==> config.mk <==
export PLATFORM = sky130hd
export DESIGN_NAME = ltr_top
export DESIGN_NICKNAME = d
export VERILOG_FILES = /design/src/rtl/ltr_top.v
export VERILOG_INCLUDE_DIRS = /design/src /design/src/rtl
export SDC_FILE = /design/constraint.sdc
export NUM_CORES = 1
export LEC_CHECK = 0
export ABC_CLOCK_PERIOD_IN_PS = 3710
export BUFFER_PORTS_ARGS = -buffer_cell sky130_fd_sc_hd__buf_2
export CORE_ASPECT_RATIO = 1.1
export CORE_MARGIN = 2
export CORE_UTILIZATION = 29
export CTS_BUF_LIST = sky130_fd_sc_hd__clkbuf_4 sky130_fd_sc_hd__clkbuf_8
export DETAILED_ROUTE_END_ITERATION = 12
export GPL_ROUTABILITY_DRIVEN = 0
export GPL_TIMING_DRIVEN = 0
export HOLD_SLACK_MARGIN = 0.1
export MAX_ROUTING_LAYER = met4
export PLACE_DENSITY = 0.51
export SETUP_SLACK_MARGIN = 0.3
export SLEW_MARGIN = 20
export SYNTH_ARGS = -nofsm -noshare
export SYNTH_HDL_FRONTEND = slang
export SYNTH_SLANG_ARGS = --single-unit
==> constraint.sdc <==
create_clock -name CLK_SYS -period 3.71 [get_ports CLK_SYS]
set_clock_uncertainty 0.2 [all_clocks]
set_input_delay 1.113 -clock CLK_SYS [delete_from_list [all_inputs] [get_ports CLK_SYS]]
set_output_delay 1.113 -clock CLK_SYS [all_outputs]
set_load 0.02 [all_outputs]
==> src/rtl/ltr_map.vh <==
// ltr_map.vh: register offsets, field positions and reset values
// assumes 32-bit apb data, one register per aligned word
`ifndef LTR_MAP_VH
`define LTR_MAP_VH

// register byte offsets
`define LTR_OFS_CTRL     8'h00
`define LTR_OFS_FUNC_A   8'h04
`define LTR_OFS_FUNC_B   8'h08
`define LTR_OFS_FILTER   8'h0C
`define LTR_OFS_THRESHOLD_MONITOR   8'h10
`define LTR_OFS_STATUS   8'h14
`define LTR_OFS_DISARM   8'h18

// control register fields
`define LTR_CTRL_SEL_B     0
`define LTR_CTRL_SEQ       1
`define LTR_CTRL_EXT_EN    2
`define LTR_CTRL_EXT_FALL  3
`define LTR_CTRL_VIEW_CLK  4
`define LTR_CTRL_FILT_EN   5
`define LTR_CTRL_ECL       6
`define LTR_CTRL_PROG      7
`define LTR_CTRL_MON       8
`define LTR_CTRL_CHAN_LO   9
`define LTR_CTRL_CHAN_HI   10
`define LTR_CTRL_WIDTH     11

// product term layout inside a half word of a function register
`define LTR_P_USE_LO   0
`define LTR_P_USE_HI   3
`define LTR_P_NEG_LO   4
`define LTR_P_NEG_HI   7
`define LTR_P_EDGE     8
`define LTR_P_ECH_LO   9
`define LTR_P_ECH_HI   10
`define LTR_P_WIDTH    11
`define LTR_P2_LO      16

// reset values; threshold codes are on the sample scale of the channel inputs
`define LTR_RST_CTRL   11'h000
`define LTR_RST_FUNC   32'h0000_0000
`define LTR_RST_FILT   16'h0000
`define LTR_PRE_TTL    8'h8C
`define LTR_PRE_ECL    8'h2D

`endif

==> src/rtl/ltr_top.v <==
// ltr_top: four-channel logic trigger recogniser with apb register access
// assumes channel samples and the qualifying clock are synchronous to CLK_SYS
//
// Summary of operation
// - two trigger functions A and B are stored; the selected one is evaluated
// - trigger is high while the selected function is true, low otherwise
// - products AND chosen channels, plain or negated; products are ORed
// - trigger goes to time base and trigger out; not out in ext sync
// - trigger view follows trigger state, aligned with channel sampling
// - external clock edge, rising or falling, qualifies the function; may be viewed
// - each channel compared with its own threshold
// - preset ttl/ecl threshold; adjust only in program mode with monitor on
// - filter drops function-true intervals shorter than a set minimum
// - one edge channel per product, two products per function
// - sequential mode: A arms, next B produces the trigger
// - filter bypassed for functions holding an edge channel
//
// Our own choices: the APB register port and the address map.
`include "ltr_map.vh"

module ltr_top (
  input  wire        CLK_SYS,
  input  wire        RSTN,
  input  wire        PSEL,
  input  wire        PENABLE,
  input  wire        PWRITE,
  input  wire [7:0]  PADDR,
  input  wire [31:0] PWDATA,
  output reg  [31:0] PRDATA,
  output wire        PREADY,
  output wire        PSLVERR,
  input  wire [7:0]  INPUT_CHANNEL_ONE,
  input  wire [7:0]  INPUT_CHANNEL_TWO,
  input  wire [7:0]  INPUT_CHANNEL_THREE,
  input  wire [7:0]  INPUT_CHANNEL_FOUR,
  input  wire        QUALIFYING_CLOCK_IN,
  output reg         TRIG_TIMEBASE,
  output reg         TRIG_OUT,
  output reg         TRIGGER_VIEW_TRACE
);

  //////////////////////////////////////////////////////////////////////////////
  // product evaluation: level terms and an optional edge term

  // empty product (no channel, no edge) never matches
  function prod_eval;
    input [10:0] p;
    input [3:0]  lv;
    input [3:0]  rs;
    input [3:0]  fl;
    reg   [3:0]  m;
    reg   [1:0]  ec;
    reg          ev;
    begin
      m  = p[`LTR_P_USE_HI:`LTR_P_USE_LO];
      ec = p[`LTR_P_ECH_HI:`LTR_P_ECH_LO];
      ev = 1'b1;
      if (p[`LTR_P_EDGE]) begin
        m[ec] = 1'b0;                                  // edge channel leaves level terms
        ev    = p[`LTR_P_NEG_LO + ec] ? fl[ec] : rs[ec]; // negate selects falling edge
      end
      prod_eval = (&((lv ^ p[`LTR_P_NEG_HI:`LTR_P_NEG_LO]) | ~m)) & ev &
                  (|p[`LTR_P_USE_HI:`LTR_P_USE_LO] | p[`LTR_P_EDGE]);
    end
  endfunction

  //////////////////////////////////////////////////////////////////////////////
  // registers

  reg  [10:0] ctrl_r;
  reg  [31:0] func_a_r;
  reg  [31:0] func_b_r;
  reg  [15:0] filt_lim_r;
  reg  [7:0]  thr_r [0:3];
  reg  [3:0]  lvl_prev_r;
  reg         qclk_prev_r;
  reg         armed_r;
  reg  [15:0] cnt_a_r;
  reg  [15:0] cnt_b_r;

  wire        wr_en  = PSEL & PENABLE & PWRITE;
  wire        mapped = (PADDR <= `LTR_OFS_DISARM) && (PADDR[1:0] == 2'b00);
  wire [1:0]  sel_ch = ctrl_r[`LTR_CTRL_CHAN_HI:`LTR_CTRL_CHAN_LO];
  wire [7:0]  preset = ctrl_r[`LTR_CTRL_ECL] ? `LTR_PRE_ECL : `LTR_PRE_TTL;

  // zero-wait slave; unmapped or misaligned addresses answer with an error
  assign PREADY  = 1'b1;
  assign PSLVERR = PSEL & PENABLE & ~mapped;

  //////////////////////////////////////////////////////////////////////////////
  // channel classification and edge detection

  wire [3:0] lvl;
  assign lvl[0] = INPUT_CHANNEL_ONE   >= thr_r[0];
  assign lvl[1] = INPUT_CHANNEL_TWO   >= thr_r[1];
  assign lvl[2] = INPUT_CHANNEL_THREE >= thr_r[2];
  assign lvl[3] = INPUT_CHANNEL_FOUR  >= thr_r[3];

  wire [3:0] rise = lvl & ~lvl_prev_r;
  wire [3:0] fall = ~lvl & lvl_prev_r;

  // two products ORed per function
  wire raw_a = prod_eval(func_a_r[10:0], lvl, rise, fall) |
               prod_eval(func_a_r[`LTR_P2_LO+10:`LTR_P2_LO], lvl, rise, fall);
  wire raw_b = prod_eval(func_b_r[10:0], lvl, rise, fall) |
               prod_eval(func_b_r[`LTR_P2_LO+10:`LTR_P2_LO], lvl, rise, fall);

  wire edge_a = func_a_r[`LTR_P_EDGE] | func_a_r[`LTR_P2_LO+`LTR_P_EDGE];
  wire edge_b = func_b_r[`LTR_P_EDGE] | func_b_r[`LTR_P2_LO+`LTR_P_EDGE];

  //////////////////////////////////////////////////////////////////////////////
  // minimum-duration filter, one counter per function

  // a limit of zero passes the function straight through
  wire filt_on = ctrl_r[`LTR_CTRL_FILT_EN];
  wire fa = raw_a & (~filt_on | edge_a | (cnt_a_r == filt_lim_r));
  wire fb = raw_b & (~filt_on | edge_b | (cnt_b_r == filt_lim_r));

  // counters restart whenever the function is false and saturate at the limit
  always @(posedge CLK_SYS) begin
    if (!RSTN) begin
      cnt_a_r <= 16'h0000;
      cnt_b_r <= 16'h0000;
    end else begin
      if (!raw_a)
        cnt_a_r <= 16'h0000;
      else if (cnt_a_r != filt_lim_r)
        cnt_a_r <= cnt_a_r + 16'h0001;
      if (!raw_b)
        cnt_b_r <= 16'h0000;
      else if (cnt_b_r != filt_lim_r)
        cnt_b_r <= cnt_b_r + 16'h0001;
    end
  end

  //////////////////////////////////////////////////////////////////////////////
  // function selection, sequencing and external clock qualification

  wire seq     = ctrl_r[`LTR_CTRL_SEQ];
  wire ext_en  = ctrl_r[`LTR_CTRL_EXT_EN];
  wire func    = seq ? (armed_r & fb) :
                 (ctrl_r[`LTR_CTRL_SEL_B] ? fb : fa);
  wire qedge   = ctrl_r[`LTR_CTRL_EXT_FALL] ? (qclk_prev_r & ~QUALIFYING_CLOCK_IN) :
                 (~qclk_prev_r & QUALIFYING_CLOCK_IN);
  // qualified trigger lasts one cycle per chosen clock transition
  wire trig    = ext_en ? (qedge & func) : func;
  wire disarm  = wr_en & mapped & (PADDR == `LTR_OFS_DISARM);

  // arm on A; firing on B or a software disarm drops it, a new A wins
  always @(posedge CLK_SYS) begin
    if (!RSTN)
      armed_r <= 1'b0;
    else if (seq & fa)
      armed_r <= 1'b1;
    else if (!seq | disarm | trig)
      armed_r <= 1'b0;
  end

  // outputs registered together so the view trace stays aligned with the trigger
  always @(posedge CLK_SYS) begin
    if (!RSTN) begin
      TRIG_TIMEBASE      <= 1'b0;
      TRIG_OUT           <= 1'b0;
      TRIGGER_VIEW_TRACE <= 1'b0;
      lvl_prev_r         <= 4'h0;
      qclk_prev_r        <= 1'b0;
    end else begin
      TRIG_TIMEBASE      <= trig;
      TRIG_OUT           <= trig & ~ext_en;
      TRIGGER_VIEW_TRACE <= ctrl_r[`LTR_CTRL_VIEW_CLK] ? QUALIFYING_CLOCK_IN
                                                      : trig;
      lvl_prev_r         <= lvl;
      qclk_prev_r        <= QUALIFYING_CLOCK_IN;
    end
  end

  //////////////////////////////////////////////////////////////////////////////
  // register writes and thresholds

  wire ctrl_wr = wr_en & mapped & (PADDR == `LTR_OFS_CTRL);
  wire fam_chg = ctrl_wr & (PWDATA[`LTR_CTRL_ECL] != ctrl_r[`LTR_CTRL_ECL]);
  wire thr_wr  = wr_en & mapped & (PADDR == `LTR_OFS_THRESHOLD_MONITOR) &
                 ctrl_r[`LTR_CTRL_PROG] & ctrl_r[`LTR_CTRL_MON];
  wire [7:0] new_pre = PWDATA[`LTR_CTRL_ECL] ? `LTR_PRE_ECL : `LTR_PRE_TTL;

  always @(posedge CLK_SYS) begin
    if (!RSTN) begin
      ctrl_r     <= `LTR_RST_CTRL;
      func_a_r   <= `LTR_RST_FUNC;
      func_b_r   <= `LTR_RST_FUNC;
      filt_lim_r <= `LTR_RST_FILT;
    end else if (wr_en & mapped) begin
      case (PADDR)
        `LTR_OFS_CTRL:   ctrl_r     <= PWDATA[`LTR_CTRL_WIDTH-1:0];
        `LTR_OFS_FUNC_A: func_a_r   <= PWDATA;
        `LTR_OFS_FUNC_B: func_b_r   <= PWDATA;
        `LTR_OFS_FILTER: filt_lim_r <= PWDATA[15:0];
        default:         ;
      endcase
    end
  end

  // family change reverts every channel to its new preset
  genvar gi;
  generate
    for (gi = 0; gi < 4; gi = gi + 1) begin : g_thr
      always @(posedge CLK_SYS) begin
        if (!RSTN)
          thr_r[gi] <= `LTR_PRE_TTL;
        else if (fam_chg)
          thr_r[gi] <= new_pre;
        else if (thr_wr && (sel_ch == gi))
          thr_r[gi] <= PWDATA[7:0];
      end
    end
  endgenerate

  //////////////////////////////////////////////////////////////////////////////
  // read data, captured in the setup phase and held through access

  reg [31:0] rd_nxt;
  always @* begin
    case (PADDR)
      `LTR_OFS_CTRL:   rd_nxt = {21'h00_0000, ctrl_r};
      `LTR_OFS_FUNC_A: rd_nxt = func_a_r;
      `LTR_OFS_FUNC_B: rd_nxt = func_b_r;
      `LTR_OFS_FILTER: rd_nxt = {16'h0000, filt_lim_r};
      `LTR_OFS_THRESHOLD_MONITOR: rd_nxt = {16'h0000, preset, thr_r[sel_ch]};
      `LTR_OFS_STATUS: rd_nxt = {24'h00_0000, TRIG_TIMEBASE, armed_r, fb, fa, lvl};
      default:         rd_nxt = 32'h0000_0000;
    endcase
  end

  always @(posedge CLK_SYS) begin
    if (!RSTN)
      PRDATA <= 32'h0000_0000;
    else if (PSEL & ~PENABLE & ~PWRITE)
      PRDATA <= rd_nxt;
  end

endmodule

==> Word-level counts from Yosys, hierarchy flattened <==
Memories as Yosys holds them, arrays and structs flattened. A register that Yosys moved wholly into a read port is not among the register bits.
Index checks and enable logic that the tools add are counted.
{ "totals": {"reg_bits": 164, "mem_bits_rw": 32, "out_inout_bits": 37, "n_memories": 1} }
{ "memory_table": {"columns": ["name", "depth", "width", "rd", "rd_clocked_by_memory_dff", "wr", "line_no", "rtl"], "rows": [
  ["thr_r", 4, 8, 5, 1, 4, "ltr_top.v:74", "reg [7:0] thr_r [0:3];"]
]} }
{ "classes": {"addsub": 6, "n_lt_le_gt_ge": 17, "n_eq_ne": 14, "muxes": 84, "n_bitwise": 81, "n_reduce_logical": 28} }
{ "op_table": {"columns": ["op", "n"], "rows": [
  ["32-bit case mux with 6 select lines", 1],
  ["8-bit two-way mux", 10],
  ["1-bit two-way mux", 51],
  ["4-bit NOT", 10],
  ["16-bit by 1-bit adder with 16-bit output, second input constant", 2],
  ["16-bit equality test", 2],
  ["8-bit greater-or-equal comparator", 4],
  ["16-bit != test", 2],
  ["1-bit bitwise AND", 28],
  ["4-bit bitwise AND", 6],
  ["8-bit by 5-bit equality test with 1-bit output, second input constant", 3],
  ["1-bit bitwise OR", 22],
  ["4-bit by 5-bit less-than comparator with 1-bit output, second input constant", 4],
  ["3-bit by 2-bit adder with 4-bit output, first input constant", 4],
  ["1-bit binary-select mux with 2-bit select", 8],
  ["1-bit binary-select mux with 4-bit select", 4],
  ["8-bit by 4-bit equality test with 1-bit output, second input constant", 2],
  ["4-bit two-way mux", 4],
  ["4-bit bitwise OR", 4],
  ["4-bit AND reduction", 4],
  ["4-bit OR reduction", 4],
  ["4-bit XOR", 4],
  ["2-bit by 3-bit less-than comparator with 1-bit output, second input constant", 4],
  ["2-bit AND reduction", 6],
  ["14 further kinds", 37]
]} }

==> Logic depth before layout (Yosys ltp) <==
Gate-level depths: netlist of run 1.
{ "depth": {"ltp_word": 21, "ltp_mapped": 13} }

==> Worst setup path before layout of run 1 <==
No wires, ideal clock.
{ "synth_timing": {"path_kind": "input to register", "from": "input port PADDR[0]", "to": "memory thr_r[1][0], enable pin", "setup_ps": 384, "t_arrival_ps": 3243, "slack_ps": -117, "path_stages": 7, "path_buffers": 1, "cell_sequence": "or4_4 > or3_1 > buf_2 > nor2_4 > and4_1 > nand2_1 > o21ai_0"} }
{ "synth_rtl": {"columns": ["element", "line_no", "rtl"], "rows": [
  ["from (decl)", "ltr_top.v:27", "input wire [7:0] PADDR,"],
  ["to (decl)", "ltr_top.v:74", null]
]} }

==> Worst setup path after layout of run 1 <==
{ "layout_timing": {"from": "input port PADDR[0]", "to": "output port PSLVERR"} }
{ "layout_between": {"elab_chain_cells": 4, "elab_cells_between_ends": 5} }
{ "layout_lines": {"columns": ["element", "line_no", "rtl"], "rows": [
  ["8-bit by 5-bit <= comparator with 1-bit output (no line) or 2-bit zero test (tied branches)", null, null],
  ["1-bit logical AND (*)", "ltr_top.v:82", "wire mapped = (PADDR <= `LTR_OFS_DISARM) && (PADDR[1:0] == 2'b00);"],
  ["1-bit NOT (*)", "ltr_top.v:88", "assign PSLVERR = PSEL & PENABLE & ~mapped;"],
  ["1-bit bitwise AND (*)", "ltr_top.v:88", null],
  ["to (decl)", "ltr_top.v:31", "output wire PSLVERR,"]
]} }
Every way passes the cells marked *; elsewhere a longest branch is shown, timed or not.

==> results of run 1 <==
## worst reg2reg max path, stage by stage, from the launching register on
cell,delay [ps]
edfxtp_1,450
inv_1,130
ha_4,200
and3_4,170
a221oi_4,290
a21boi_4,330
mux2_4,330
a221oi_2,250
nand4_1,180
o22ai_4,300
nand2_4,140
buf_8,220
nor2_4,70
## state kept, by name, summed over array words and instances (netlist names), named ones only
register	flops
PRDATA	32
func_a_r	32
func_b_r	32
thr_r	32
cnt_a_r	16
cnt_b_r	16
filt_lim_r	16
ctrl_r	11
lvl_prev_r	4
TRIGGER_VIEW_TRACE	1
TRIG_OUT	1
TRIG_TIMEBASE	1
armed_r	1
qclk_prev_r	1
## cell type report
class,count,area [µm²]
fillers,3798,23100
multi-input cells,936,6370
flip-flops and latches,198,4280
repair buffers,144,897
well taps,487,609
plain buffers,76,359
clock buffers,17,234
inverters,49,189
clock inverters,15,180
## stage by stage
| stage | instance area [µm²] | cells |
|---|---|---|
| after floorplan | 10900 | 1259 |
| after global placement | 12000 | 1855 |
| after detailed placement | 12000 | 1855 |
| after CTS | 12700 | 1908 |
| after global routing | 13100 | 1922 |
| final | 13100 | 1922 |
## layer usage
metal  vias up  routed length, µm  track usage
li1       4694                  -            -
met1      4657              16900        0.260
met2       241              17200        0.314
met3        38               1540       0.0251
met4         0                797       0.0618
met5         -                  0            -
## report_power, final
part           internal (mW)  leakage [nW]  total [mW]  switching, mW
sequential              2.20          1.64        2.22         0.0222
clock                  0.519         0.203        1.45          0.935
combinational          0.183          3.07       0.428          0.244
## final timing paths
kind,slack [ps],depth (start not counted),start,end
setup reg to reg,390,12,thr_r[3][5]$_DFFE_PP_,cnt_a_r[8]$_SDFFE_PN0P_
hold / removal,270,2,func_b_r[28]$_SDFFE_PN0P_,func_b_r[28]$_SDFFE_PN0P_
setup / recovery,220,5,PADDR[0],PSLVERR
hold reg to reg,270,2,func_b_r[28]$_SDFFE_PN0P_,func_b_r[28]$_SDFFE_PN0P_
## synth_stat cells, drive strengths merged (7+ instances only)
cell / count
nand2: 248
dfxtp: 166
a21boi: 94
nor2: 79
clkbuf: 55
inv: 49
a21oi: 45
xor2: 42
and2: 39
o21ai: 39
ha: 34
nand3: 33
a22oi: 32
edfxtp: 32
xnor2: 28
nor2b: 23
buf: 21
and3: 16
mux2i: 15
nor4: 13
nand2b: 12
a21o: 11
a31oi: 11
nor3: 11
o211ai: 10
mux4: 9
nand4: 8
or3: 8
nand3b: 7
o22ai: 7
## cell families after synthesis
kind of cell	after synthesis	share of synthesized area
AO/OA/AOI/OAI	290	0.191
XOR/XNOR	70	0.0574
adder cells (fa/ha/maj)	34	0.0398
buffers and inverters	125	0.0468
flip-flops	198	0.401
multiplexers	27	0.0362
other	1	0.000351
AND/OR/NAND/NOR	514	0.228
## repair_timing
item | 4_1_cts | 5_1_grt
endpoints found under the setup margin | 71 | 171
gates resized for setup | 33 | 76
cloned | 2 | 0
pin swaps | 24 | 31
setup buffers | 19 | 14
endpoints found under the hold margin | 0 | 0
==> results.yml, run 1 <==
run_status:
  status: "finished, final reports clean"
die:
  fp.coreArea_um2: 36300
  design.die.area_um2: 38400
  die_x_um: 187
  die_y_um: 205
  num_rows: 73
  io_pins: 115
  initial_core_util: 0.295
drt:
  wl_per_cell_um: 19.0
  first_pass_iters: 5
  vias: 9630
  drtIter0Drc: 954
  wl_um: 36500
  drc: 0
  ant_nets: 0
  vias_per_cell: 5.01
timing:
  finalCritPeriodShare: 0.942
  period_needed_ps: 3490
  finalHoldViolCount: 0
  rsz0062_at_grt: "true"
  max_freq_mhz: 286
  hold_ws_ps: 270
  max_slew_margin: 0.351
  finalSetupTns_ps: 0
  slew_viol_final: 0
  final-setup-viol-count: 0
  setup_ws_ps: 215
  worstMarginPinSlew_ps: 973
critical_path:
  path_cells: "buf_6 -> or4_4 -> a311oi_2 -> nor2_1 -> buf_4"
  worstPathRequired_ps: 2400
  worstSetupStartpointType: "input pin"
  cp_slowest_cell: "or4_4"
  critPathMaxFanout: 3
  max_stage_delay_ps: 540
  arrival_ps: 2180
  end_kind: "primary output"
  cp_top_family: "simple AND/OR/NAND/NOR gates"
  critPathKind: "in2out"
  path_buf_inv: 2
finish:
  final_nets: 1534
  mostFrequentLayoutCells: "238 x nand2_1, 166 x dfxtp_1, 113 x buf_2, 92 x a21boi_0, 54 x nor2_1"
  area_delta_synth_final_pct: 22.8
  drive_gt1_frac: 0.202
  mostFrequentLayoutCell: "nand2_1"
  utilization: 0.362
  antenna_cells: 0
global_route:
  antenna_found_initial: 0
  grt_pass1_vias: 9218
  grt_usage: 0.197
  gr-total-overflow: 0
  grt_max_degree: 22
  grt_pass1_wl_um: 55400
synth:
  ys_warn_count: 0
  avgSynthCellArea_um2: 8.49
  synth-main-ff-cell: "dfxtp_1"
  synth_area_leader_cell: "dfxtp_1"
  synth_top_area_frac: 0.311
  synthDistinctLibCells: 76
  synth_edf_count: 32
  postSynthCellCount: 1259
  async_flop_share: 0
  syn_area_um2: 10700
  syn-num-nets: 1371
  synth_seq_cells: 198
  yosysSeqAreaShare: 0.401
  synth_area_leaders: "dfxtp_1 31%, edfxtp_1 9.0%, nand2_1 8.7%"
pwr:
  leakage_nw: 4.91
  total_power_mw: 4.10
  p_per_area_nw_per_um2: 313
  ir_drop_mv: 0.197
clock_tree:
  cts-buffers-inserted: 17
  cts_sinks: 198
  cts_htree_levels: 4
  clkLatencyLatePin_ps: 500
  clock-root-buffer: "clkbuf_8"
  cts_tree: "done"
  clk_pin_slew_ps: 110
  clk_path_buf_depth: 2
  hold_buffers: 0
placement:
  post-place-ws_ps: -652
  hpwl_um: 27600
  io_buffers: 109
flow_run:
  max-cap-violations: 0
hold_path:
  hold_class: "reg2reg"
Note: power is estimated with default switching activity, not from simulation.
==> run 2, diff against run 1 <==
--- a/config.mk
+++ b/config.mk
@@ -6,6 +6,7 @@
 export SDC_FILE = /design/constraint.sdc
 export NUM_CORES = 1
 export LEC_CHECK = 0
+export ABC_AREA = 1
 export ABC_CLOCK_PERIOD_IN_PS = 3710
 export BUFFER_PORTS_ARGS = -buffer_cell sky130_fd_sc_hd__buf_2
 export CORE_ASPECT_RATIO = 1.1
@@ -18,7 +19,6 @@
 export HOLD_SLACK_MARGIN = 0.1
 export MAX_ROUTING_LAYER = met4
 export PLACE_DENSITY = 0.51
-export SETUP_SLACK_MARGIN = 0.3
 export SLEW_MARGIN = 20
 export SYNTH_ARGS = -nofsm -noshare
 export SYNTH_HDL_FRONTEND = slang
==> run 2 against run 1 <==
Net effect: area after synthesis fell by 1.2%; synthesized cell count rose by 14%; sequential power barely moved; hold slack got worse by 8.8 ps; largest power group unchanged; via count rose by 6.1%; clock power barely moved; wire length rose by 0.94%; design area fell by 7.5%; critical path type is now in2reg; total power fell by 1.2%; fmax fell by 1.4%; register-to-register slack improved by 20 ps.
==> results.yml, run 2 <==
run_status:
  status: "finished, final reports clean"
clock_tree:
  cts-buffers-inserted: 17
  post_cts_resized: 0
  cts_sinks: 198
  cts_htree_levels: 4
  clk_pin_slew_ps: 100
  postCtsSetupRepairBufs: 0
  clk_path_buf_depth: 2
  clkLatencyLatePin_ps: 500
  hold_buffers: 0
  cts_tree: "done"
  clock-root-buffer: "clkbuf_8"
critical_path:
  worstPathRequired_ps: 3890
  r2r_setup_slack_ps: 410
  r2r-end: "TRIGGER_VIEW_TRACE$_SDFF_PN0_"
  reg2regPathDepth: 16
  critPathKind: "in2reg"
  reg2reg_from: "thr_r[2][7]$_SDFFCE_PN1P_"
  startpoint: "INPUT_CHANNEL_THREE[3]"
  arrival_ps: 3720
  crit_end: "TRIGGER_VIEW_TRACE$_SDFF_PN0_"
  end_kind: "register"
  critPathMaxFanout: 9
  worstSetupStartpointType: "input pin"
pwr:
  p_per_area_nw_per_um2: 334
  leakage_nw: 4.82
  ir_drop_mv: 0.206
drt:
  vias: 10200
  wl_per_cell_um: 17.8
  ant_nets: 0
  drc: 0
  first_pass_iters: 7
  vias_per_cell: 4.93
  drtIter0Drc: 752
  wl_um: 36800
global_route:
  gr-total-overflow: 0
  grt_pass1_vias: 9894
  grt_pass1_wl_um: 56000
  grt_max_degree: 20
  antenna_found_initial: 1
  grt_usage: 0.202
timing:
  slew_viol_final: 0
  final-setup-viol-count: 0
  finalHoldViolCount: 0
  setup_ws_ps: 167
  period_needed_ps: 3540
  max_slew_margin: 0.401
  finalCritPeriodShare: 0.955
  rsz0062_at_grt: "false"
  worstMarginPinSlew_ps: 891
  max_freq_mhz: 282
die:
  fp.coreArea_um2: 36000
  initial_core_util: 0.293
  die_x_um: 186
  design.die.area_um2: 38000
  num_rows: 73
  die_y_um: 204
  io_pins: 115
finish:
  area_delta_synth_final_pct: 15.0
  final_area_um2: 12100
  final_nets: 1681
  drive_gt1_frac: 0.149
  mostFrequentLayoutCell: "nand2_1"
  utilization: 0.337
  mostFrequentLayoutCells: "258 x nand2_1, 176 x inv_1, 166 x dfxtp_1, 161 x a21oi_1, 128 x buf_2"
placement:
  io_buffers: 112
  post-place-ws_ps: -281
  dpl_cell_area_um2: 11700
  hpwl_um: 28300
synth:
  synth_area_leader_cell: "dfxtp_1"
  synth_area_leaders: "dfxtp_1 31%, nand2_1 9.2%, edfxtp_1 9.1%"
  async_flop_share: 0
  yosysSeqAreaShare: 0.406
  synth_top_area_frac: 0.315
  synth-main-ff-cell: "dfxtp_1"
  yosys-top-cells-count: "258 x nand2_1, 176 x inv_1, 166 x dfxtp_1"
  synth_edf_count: 32
  synth_seq_cells: 198
  avgSynthCellArea_um2: 7.34
  postSynthCellCount: 1438
  syn-num-nets: 1550
  syn_area_um2: 10600
  yosysMostFrequentCell: "nand2_1"
  ys_warn_count: 0
  synthDistinctLibCells: 56
hold_path:
  hold_class: "reg2reg"
  min_from: "func_b_r[28]$_SDFFE_PN0P_"
flow_run:
  max-cap-violations: 0
-- run 2: cell count changes after synthesis, moves of 21 or more --
cell      change
a22oi_1      -29
inv_1       +127
nor2_1       +37
and2_1       -38
nor2b_1      -23
nand3_1      +34
clkbuf_1     -21
a21boi_0     -92
a21oi_1     +117
inv_2        +25
xor2_1       -30
nand4_1      +23
o21ai_0      +70
-- run 2: critical path: stages --
cell and delay, ps:
buf_2 100, ha_1 290, nand2_1 100, nor2_1 50, nor2_1 70, nand2_1 70, nand2_2 180, nand2_4 140
inv_2 160, nor2_1 50, o21bai_1 120, nand3_1 90, nor2_1 120, nand2_1 100, nand2_2 130, nand3_1 110
nand2_1 110, nand3_1 220, a21oi_1 370
-- run 2: area by class of cell --
class / instances / area [µm²]
antenna: 1 / 2.50
buffer: 54 / 226
clock buffer: 18 / 248
clock inverter: 14 / 164
fill: 3950 / 23800
inverter: 204 / 768
multi-input combinational: 982 / 5280
sequential: 198 / 4280
tap: 487 / 609
timing repair buffer: 112 / 561
-- run 2: kinds of logic (layout without fill, tap and decap cells) --
logic type | count (synthesis) | after routing | synth area share
other | 1 | 2 | 0.000355
buffers and inverters | 258 | 402 | 0.0942
flip-flops | 198 | 198 | 0.406
AND/OR/NAND/NOR | 549 | 549 | 0.242
adder cells (fa/ha/maj) | 34 | 34 | 0.0403
XOR/XNOR | 31 | 31 | 0.0257
AO/OA/AOI/OAI | 367 | 367 | 0.192
-- run 2: metal layers --
layer,vias to the layer above,share of wire,GRT usage,wire (µm)
met5,-,0,-,0
met4,0,0.033,0.0858,1230
met3,64,0.045,0.0271,1660
met2,268,0.49,0.340,18200
met1,4815,0.43,0.241,15700
li1,5066,-,-,-
-- run 2: worst min-delay path by stage --
| stage | to | slack, ps | cells past startpoint |
|---|---|---|---|
| after floorplan | TRIG_OUT$_SDFF_PN0_ | 210 | 1 |
| after global placement | func_b_r[27]$_SDFFE_PN0P_ | 240 | 2 |
| after detailed placement | func_a_r[27]$_SDFFE_PN0P_ | 250 | 2 |
| after CTS | func_a_r[27]$_SDFFE_PN0P_ | 260 | 2 |
| after global routing | func_b_r[28]$_SDFFE_PN0P_ | 290 | 2 |
| final | func_b_r[28]$_SDFFE_PN0P_ | 260 | 2 |
-- run 2: through the flow --
step / cells / hold slack [ps] / total power [mW] / setup TNS, ps
after detailed placement: 2037 / 250 / 2.62 / -783
after CTS: 2069 / 265 / 4.08 / 0
final: 2070 / 261 / 4.05 / 0
after global routing: 2070 / 289 / 4.21 / 0
after floorplan: 1438 / 206 / 2.46 / 0
after global placement: 2037 / 244 / 2.61 / -870
-- run 2: power breakdown --
part | internal, mW | total [mW] | leakage [nW] | switching, mW
Combinational | 0.106 | 0.354 | 2.97 | 0.248
Sequential | 2.20 | 2.21 | 1.64 | 0.0145
Clock | 0.583 | 1.48 | 0.199 | 0.901
